===== src/design/duc_pkg.sv =====
`default_nettype none
package duc_pkg;
    localparam int SAMPLE_W = 16;
    localparam int COEF_W = 16;
    localparam int FREQ_W = 32;
    localparam int LUT_AW = 8;
    localparam int LUT_DEPTH = 256;
    localparam int PROD_W = SAMPLE_W + COEF_W;
    // unity of the signed coefficient lookup
    localparam logic signed [COEF_W-1:0] COEF_ONE = 16'sh7FFF;
    localparam logic signed [COEF_W-1:0] COEF_MONE = -16'sh7FFF;
    localparam logic [FREQ_W-1:0] FREQ_RESET = 32'h0000_0000;
    localparam logic [FREQ_W-1:0] PHASE_RESET = 32'h0000_0000;
    localparam logic [LUT_AW-1:0] LUT_QUARTER = 8'h40;

    typedef enum logic [1:0] {
        MODE_CPLX_REAL = 2'b00,
        MODE_CPLX_CPLX = 2'b01,
        MODE_REAL_REAL = 2'b10
    } duc_mode_type;

    typedef struct packed {
        logic signed [SAMPLE_W-1:0] i;
        logic signed [SAMPLE_W-1:0] q;
    } duc_pair_type;

    typedef struct packed {
        logic signed [COEF_W-1:0] cos_v;
        logic signed [COEF_W-1:0] sin_v;
    } duc_osc_type;
endpackage : duc_pkg
`default_nettype wire


===== src/design/duc_upconverter.sv =====
// Contract
// - one of three mixer modes: complex-real, complex-complex, real-real
// - operands: upstream samples plus oscillator cosine and sine
// - complex-to-real output is I times cosine minus Q times sine
// - complex-to-complex mode uses two mixer paths giving I and Q out
// - complex-to-complex mode accepts a negative oscillator frequency word
// - at half rate cosine alternates minus and plus one, sine stays zero
// - oscillator cosine and sine share one frequency
// - in the two complex modes output frequency equals word times clock over two to thirty-two
`default_nettype none
module duc_upconverter (
    // clock and reset
    input wire logic i_clk,
    input wire logic i_reset,
    // configuration
    input wire duc_pkg::duc_mode_type i_mode,
    input wire logic [duc_pkg::FREQ_W-1:0] i_freq_word,
    // sample input
    input wire duc_pkg::duc_pair_type i_sample,
    input wire logic i_valid,
    // oscillator observation
    output duc_pkg::duc_osc_type o_osc,
    // mixer output
    output duc_pkg::duc_pair_type o_sample,
    output logic o_valid
);
    logic [duc_pkg::FREQ_W-1:0] phase;
    logic [duc_pkg::FREQ_W-1:0] next_phase;
    logic [duc_pkg::LUT_AW-1:0] addr_cos;
    logic [duc_pkg::LUT_AW-1:0] addr_sin;
    logic signed [duc_pkg::COEF_W-1:0] lut_cos;
    logic signed [duc_pkg::COEF_W-1:0] lut_sin;
    logic alt_sign;
    logic next_alt_sign;
    duc_pkg::duc_mode_type mode_d;
    duc_pkg::duc_pair_type samp_d;
    logic valid_d;
    duc_pkg::duc_osc_type osc;
    duc_pkg::duc_pair_type out;
    duc_pkg::duc_pair_type next_out;
    logic next_valid;
    logic signed [duc_pkg::PROD_W-1:0] p_ic;
    logic signed [duc_pkg::PROD_W-1:0] p_qs;
    logic signed [duc_pkg::PROD_W-1:0] p_is;
    logic signed [duc_pkg::PROD_W-1:0] p_qc;
    logic signed [duc_pkg::PROD_W:0] sum_i;
    logic signed [duc_pkg::PROD_W:0] sum_q;

    // lane limits for clipping the scaled mixer sums
    localparam logic signed [duc_pkg::SAMPLE_W-1:0] LANE_MAX =
        {1'h0, {(duc_pkg::SAMPLE_W-1){1'h1}}};
    localparam logic signed [duc_pkg::SAMPLE_W-1:0] LANE_MIN =
        {1'h1, {(duc_pkg::SAMPLE_W-1){1'h0}}};

    // scale by the coefficient weight and clip: a full-scale pair at an
    // oblique phase would otherwise wrap the lane
    function automatic logic signed [duc_pkg::SAMPLE_W-1:0] sat_lane(
        input logic signed [duc_pkg::PROD_W:0] sum
    );
        logic signed [duc_pkg::PROD_W:0] scaled;
        scaled = sum >>> (duc_pkg::COEF_W - 1);
        if (scaled > (duc_pkg::PROD_W+1)'(LANE_MAX)) begin
            sat_lane = LANE_MAX;
        end else if (scaled < (duc_pkg::PROD_W+1)'(LANE_MIN)) begin
            sat_lane = LANE_MIN;
        end else begin
            sat_lane = scaled[duc_pkg::SAMPLE_W-1:0];
        end
    endfunction : sat_lane

    // negative word is two's complement, wrap handles it
    always_comb begin
        next_phase = phase + i_freq_word;
        next_alt_sign = ~alt_sign;
    end

    always_ff @(posedge i_clk) begin
        if (i_reset) begin
            phase <= duc_pkg::PHASE_RESET;
            alt_sign <= 1'b0;
        end else begin
            phase <= next_phase;
            alt_sign <= next_alt_sign;
        end
    end

    // sine is cosine delayed a quarter turn, same frequency
    assign addr_cos = phase[duc_pkg::FREQ_W-1 -: duc_pkg::LUT_AW];
    assign addr_sin = addr_cos - duc_pkg::LUT_QUARTER;

    duc_lut u_lut (
        .i_clk(i_clk),
        .i_addr_a(addr_cos),
        .i_addr_b(addr_sin),
        .o_data_a(lut_cos),
        .o_data_b(lut_sin)
    );

    // align samples and mode with the lookup latency
    always_ff @(posedge i_clk) begin
        if (i_reset) begin
            mode_d <= duc_pkg::MODE_CPLX_REAL;
            samp_d <= '0;
            valid_d <= 1'b0;
        end else begin
            mode_d <= i_mode;
            samp_d <= i_sample;
            valid_d <= i_valid;
        end
    end

    // half-rate carrier: exact alternating unity, sine zero
    // real-real mode ignores the frequency word and forces half rate
    always_comb begin
        if (mode_d == duc_pkg::MODE_REAL_REAL) begin
            osc.cos_v = alt_sign ? duc_pkg::COEF_ONE : duc_pkg::COEF_MONE;
            osc.sin_v = '0;
        end else begin
            osc.cos_v = lut_cos;
            osc.sin_v = lut_sin;
        end
    end

    // operands: upstream samples and oscillator pair
    assign p_ic = samp_d.i * osc.cos_v;
    assign p_qs = samp_d.q * osc.sin_v;
    assign p_is = samp_d.i * osc.sin_v;
    assign p_qc = samp_d.q * osc.cos_v;

    always_comb begin
        sum_i = '0;
        sum_q = '0;
        unique case (mode_d)
            // single real output on the I lane, Q lane held zero
            duc_pkg::MODE_CPLX_REAL: begin
                sum_i = (duc_pkg::PROD_W+1)'(p_ic)
                    - (duc_pkg::PROD_W+1)'(p_qs);
                sum_q = '0;
            end
            // two mixer paths form complex output
            duc_pkg::MODE_CPLX_CPLX: begin
                sum_i = (duc_pkg::PROD_W+1)'(p_ic)
                    - (duc_pkg::PROD_W+1)'(p_qs);
                sum_q = (duc_pkg::PROD_W+1)'(p_is)
                    + (duc_pkg::PROD_W+1)'(p_qc);
            end
            // each real channel times alternating sign
            duc_pkg::MODE_REAL_REAL: begin
                sum_i = (duc_pkg::PROD_W+1)'(p_ic);
                sum_q = (duc_pkg::PROD_W+1)'(p_qc);
            end
            default: begin
                sum_i = '0;
                sum_q = '0;
            end
        endcase
        next_out.i = sat_lane(sum_i);
        next_out.q = sat_lane(sum_q);
        next_valid = valid_d;
    end

    always_ff @(posedge i_clk) begin
        if (i_reset) begin
            out <= '0;
            o_valid <= 1'b0;
            o_osc <= '0;
        end else begin
            out <= next_out;
            o_valid <= next_valid;
            o_osc <= osc;
        end
    end

    assign o_sample = out;

    // accumulator advances by the word every cycle
    a_phase_step: assert property (
        @(posedge i_clk) disable iff (i_reset)
        !$past(i_reset) |-> phase == $past(phase) + $past(i_freq_word))
        else $error("phase did not advance by frequency word");

    // sine is zero in real-real mode
    a_half_sin_zero: assert property (
        @(posedge i_clk) disable iff (i_reset)
        mode_d == duc_pkg::MODE_REAL_REAL |=> o_osc.sin_v == '0)
        else $error("sine not zero at half rate");

    // cosine alternates sign across two real-real cycles
    a_half_cos_alt: assert property (
        @(posedge i_clk) disable iff (i_reset)
        (mode_d == duc_pkg::MODE_REAL_REAL)[*2] |->
        osc.cos_v == -$past(osc.cos_v))
        else $error("cosine did not alternate");

    a_real_q_zero: assert property (
        @(posedge i_clk) disable iff (i_reset)
        mode_d == duc_pkg::MODE_CPLX_REAL |=> o_sample.q == '0)
        else $error("complex-real Q lane not zero");

    // valid follows input by two cycles
    a_valid_lat: assert property (
        @(posedge i_clk) disable iff (i_reset)
        i_valid ##1 !i_reset |=> o_valid)
        else $error("valid latency wrong");

    // quarter-turn phase gives one zero and one full-scale lane
    a_quad_pair: assert property (
        @(posedge i_clk) disable iff (i_reset)
        (addr_cos & (duc_pkg::LUT_QUARTER - 8'h01)) == '0 |=>
        (lut_cos == '0) != (lut_sin == '0))
        else $error("cosine and sine not in quadrature");

    // at phase zero the Q path carries Q times unity
    a_cplx_q: assert property (
        @(posedge i_clk) disable iff (i_reset)
        mode_d == duc_pkg::MODE_CPLX_CPLX && osc.sin_v == '0 &&
        osc.cos_v == duc_pkg::COEF_ONE && samp_d.q != LANE_MIN |=>
        o_sample.q == $past(samp_d.q) - $past(samp_d.q > 0))
        else $error("complex Q lane mismatch");

    // output lanes zero with zero input in every mode
    a_zero_in: assert property (
        @(posedge i_clk) disable iff (i_reset)
        samp_d == '0 |=> o_sample == '0)
        else $error("output nonzero for zero input");
endmodule : duc_upconverter
`default_nettype wire


===== src/design/duc_lut.sv =====
`default_nettype none
// cosine lookup, registered read; sine read as cosine a quarter turn earlier
module duc_lut (
    // clock
    input wire logic i_clk,
    // read addresses
    input wire logic [duc_pkg::LUT_AW-1:0] i_addr_a,
    input wire logic [duc_pkg::LUT_AW-1:0] i_addr_b,
    // read data
    output logic signed [duc_pkg::COEF_W-1:0] o_data_a,
    output logic signed [duc_pkg::COEF_W-1:0] o_data_b
);
    logic signed [duc_pkg::COEF_W-1:0] table_mem [duc_pkg::LUT_DEPTH];

    // constant table built at elaboration, no file read
    // full-precision pi keeps the half-turn entry at exact negative unity
    initial begin
        for (int k = 0; k < duc_pkg::LUT_DEPTH; k++) begin
            table_mem[k] = duc_pkg::COEF_W'($rtoi(
                real'(duc_pkg::COEF_ONE) * $cos(2.0 * $acos(-1.0)
                * real'(k) / real'(duc_pkg::LUT_DEPTH))));
        end
    end

    always_ff @(posedge i_clk) begin
        o_data_a <= table_mem[i_addr_a];
        o_data_b <= table_mem[i_addr_b];
    end
endmodule : duc_lut
`default_nettype wire


===== config.mk =====
export PLATFORM = sky130hd
export DESIGN_NAME = duc_upconverter
export DESIGN_NICKNAME = d
export VERILOG_FILES = /design/src/design/duc_pkg.sv /design/src/design/duc_upconverter.sv /design/src/design/duc_lut.sv
export SDC_FILE = /design/constraint.sdc
export NUM_CORES = 2
export LEC_CHECK = 0
export BUFFER_PORTS_ARGS = -buffer_cell sky130_fd_sc_hd__buf_4
export CAP_MARGIN = 20
export CORE_MARGIN = 3
export CORE_UTILIZATION = 64
export DETAILED_ROUTE_END_ITERATION = 12
export HOLD_SLACK_MARGIN = 0.06
export PLACE_DENSITY = 0.85
export SYNTH_ARGS = -nofsm -noshare
export SYNTH_HDL_FRONTEND = slang
export SYNTH_HIERARCHICAL = 1
export SYNTH_SLANG_ARGS = --single-unit

===== constraint.sdc =====
create_clock -name i_clk -period 29.8 [get_ports i_clk]
set_clock_uncertainty 0.1 [all_clocks]
set_input_delay 2.98 -clock i_clk [delete_from_list [all_inputs] [get_ports i_clk]]
set_output_delay 2.98 -clock i_clk [all_outputs]
set_load 0.01 [all_outputs]

==> metrics.txt <==
Mapped Nets=8200; Data required, critical path=30.13 ns; Worst-path clk slew=0.08 ns; Top FF cell, synth=dfxtp_1; antenna-violating nets left=0; largest net degree at the start of global routing=132; sequential area share after synthesis=0.0582; # Max-Cap Violations=0; worst hold start=next_valid; RR Startpoint=mode_d[0]; Reg-to-Reg End=o_sample[16]; chip width=~300 um; vias in the first global route=51.9k; H-tree levels=4; Worst Reg-to-Reg Cells=43; fraction of layout cells with a size suffix above 1=0.0624; RSZ-0062 raised after global routing=false; Final min period=14.10 ns; Final Hold Vio Count=0; Post-Layout Inst Area=0.0588 mm^2; die area=0.0924 mm^2; Worst EP arrival=14.43 ns; Starting DRT DRC Count=between 5k and 6k; final WL=184000 um; antenna violations before repair=2; Least-Margin Pin Slew=between 1 and 1.5 ns; most used cell, CP=fa_1; setup repair bufs after CTS=0; Yosys cell types=111; DP HPWL=138000 um; CTS tree=done; Nets=8032; WHS Path Cells=1; I/O Buffers=133; met2 usage in global routing=0.647; pre-CTS worst setup slack=about 16 ns; HP Class=register to register; Clock Sinks=around 170; setup TNS=0 ns; post-synthesis instance area=0.0568 mm^2; num rows=108; warnings from Yosys=6; Post-CTS Hold Buffers=0; final period utilization=0.473; Setup crit start kind=register; fillers=6835; RePlAce Congestion=1.04; CP peak stage delay=between 1 and 1.5 ns; Slew Viols, Final=0; commonest cells after routing, fill and taps aside=inv_1 (1171), fa_1 (1128), nand2_1 (676), and2_1 (467), ha_1 (434); post-cts resize count=0; setup slack, reg-to-reg=15.70 ns; DR WL/cell=24.3 um; Avg Cell Area, Syn=8.65 um^2; Mapped Cells=6568; DRT Pass-1 Iters=7; final core occ=0.673; Top Ports=~130; CTS Root Cell=clkbuf_16; first-pass GRT wire length=291000 um; area occupied by registers=0.00333 mm^2; Most Crowded Layer GR=met2; chip height=between 300 and 400 um; DP Area=0.0582 mm^2; Vias/cell=about 6.4; Clock Latency Late Sink=0.54 ns; ys async rst share=0; max_slew headroom=0.204; worst setup path class=register to register; initial core utilization=0.650; CP max stage cell=clkinv_1; Seq cells post-synth=165; Max Fclk=70.9 MHz; CTS Buffer Depth=2; final setup fails=0; number of synthesized flops with an enable pin=0; DRC Markers=0; crit end category=register; hold endpoint=o_valid; M3 GR Usage=0.0921; GRT Util Overall=0.405; M1 GR Usage=0.488; area grow syn2layout=3.51%; most common cell after layout, fill and taps aside=inv_1; DR vias=~48k; worst-path maximum fanout=33; final worst-path setup slack=15.70 ns; total gr overflow=0; CTS buffer count=17; Core ar.=0.0874 mm^2; area of the multi-input gates=0.0473 mm^2; outcome=finished clean
-- worst max-delay path: cells and delay by family, from the launching register on --
family	cells	cell delay [ns]
AOI/OAI and AO/OA	12	3.08
and+or+nand+nor	6	1.29
DFF	1	0.34
adders and majority gates	14	6.34
xor gates and xnor gates	1	0.36
buffers and inverters	10	2.43
-- final cells by class --
type,count,share of cell area
Antenna cell,3,0.000128
Inverter,1177,0.0751
Clock buffer,17,0.00724
Tap cell,1155,0.0246
Sequential cell,165,0.0566
Timing Repair Buffer,229,0.0295
Clock inverter,14,0.00255
Multi-Input combinational cell,4810,0.804
-- state kept, by name (all words and copies together), names as in the netlist --
name            cells
alt_sign            1
mode_d              2
u_lut/o_data_b     16
phase              32
samp_d             32
next_valid          1
u_lut/o_data_a     16
o_osc              32
o_valid             1
o_sample           32
-- synth_stat cells, types with 70 or more instances --
cell type	instances	share of area
and2_1	467	0.051
nand2_1	676	0.045
nor2b_1	151	0.017
a21o_1	76	0.010
xnor2_1	107	0.016
nand2b_1	75	0.0083
nand3_1	82	0.0072
nor2_1	270	0.018
buf_2	80	0.0070
fa_1	1128	0.40
clkbuf_1	288	0.019
ha_1	435	0.096
dfxtp_1	165	0.058
o21ai_0	220	0.019
a21oi_1	250	0.022
a211oi_1	70	0.0093
inv_1	1172	0.077
-- cells by family after synthesis --
family / synth area share
xor+xnor: 0.0238
mux: 0.00718
flops: 0.0582
simple gates: 0.173
compound gates: 0.134
fa+ha+maj: 0.493
buf+inv: 0.111
-- per-stage QoR --
step,instances,hold WS (ns)
floorplan,6568,0.308
global route,7567,0.370
detailed placement,7536,0.333
CTS,7567,0.351
finish,7570,0.348
global placement,7536,0.316
-- worst max-delay path by stage --
stage | from | end | slack, ns | cells past startpoint
finish | mode_d[0] | o_sample[16] | 15.70 | 43
detailed placement | mode_d[0] | o_sample[16] | 15.91 | 42
floorplan | mode_d[0] | o_sample[20] | 18.30 | 45
CTS | mode_d[0] | o_sample[16] | 15.86 | 43
global route | mode_d[0] | o_sample[16] | 15.12 | 44
global placement | mode_d[0] | o_sample[19] | 16.11 | 43
-- layer usage --
layer	vias to the layer above	share of wire
li1	20400	-
met1	23800	0.35
met2	3098	0.46
met3	976	0.10
met4	0	0.085
met5	-	0
Power is left out: the tool's default activity adds up to more than one toggle a clock period on the data nets, which glitch-free logic cannot reach.
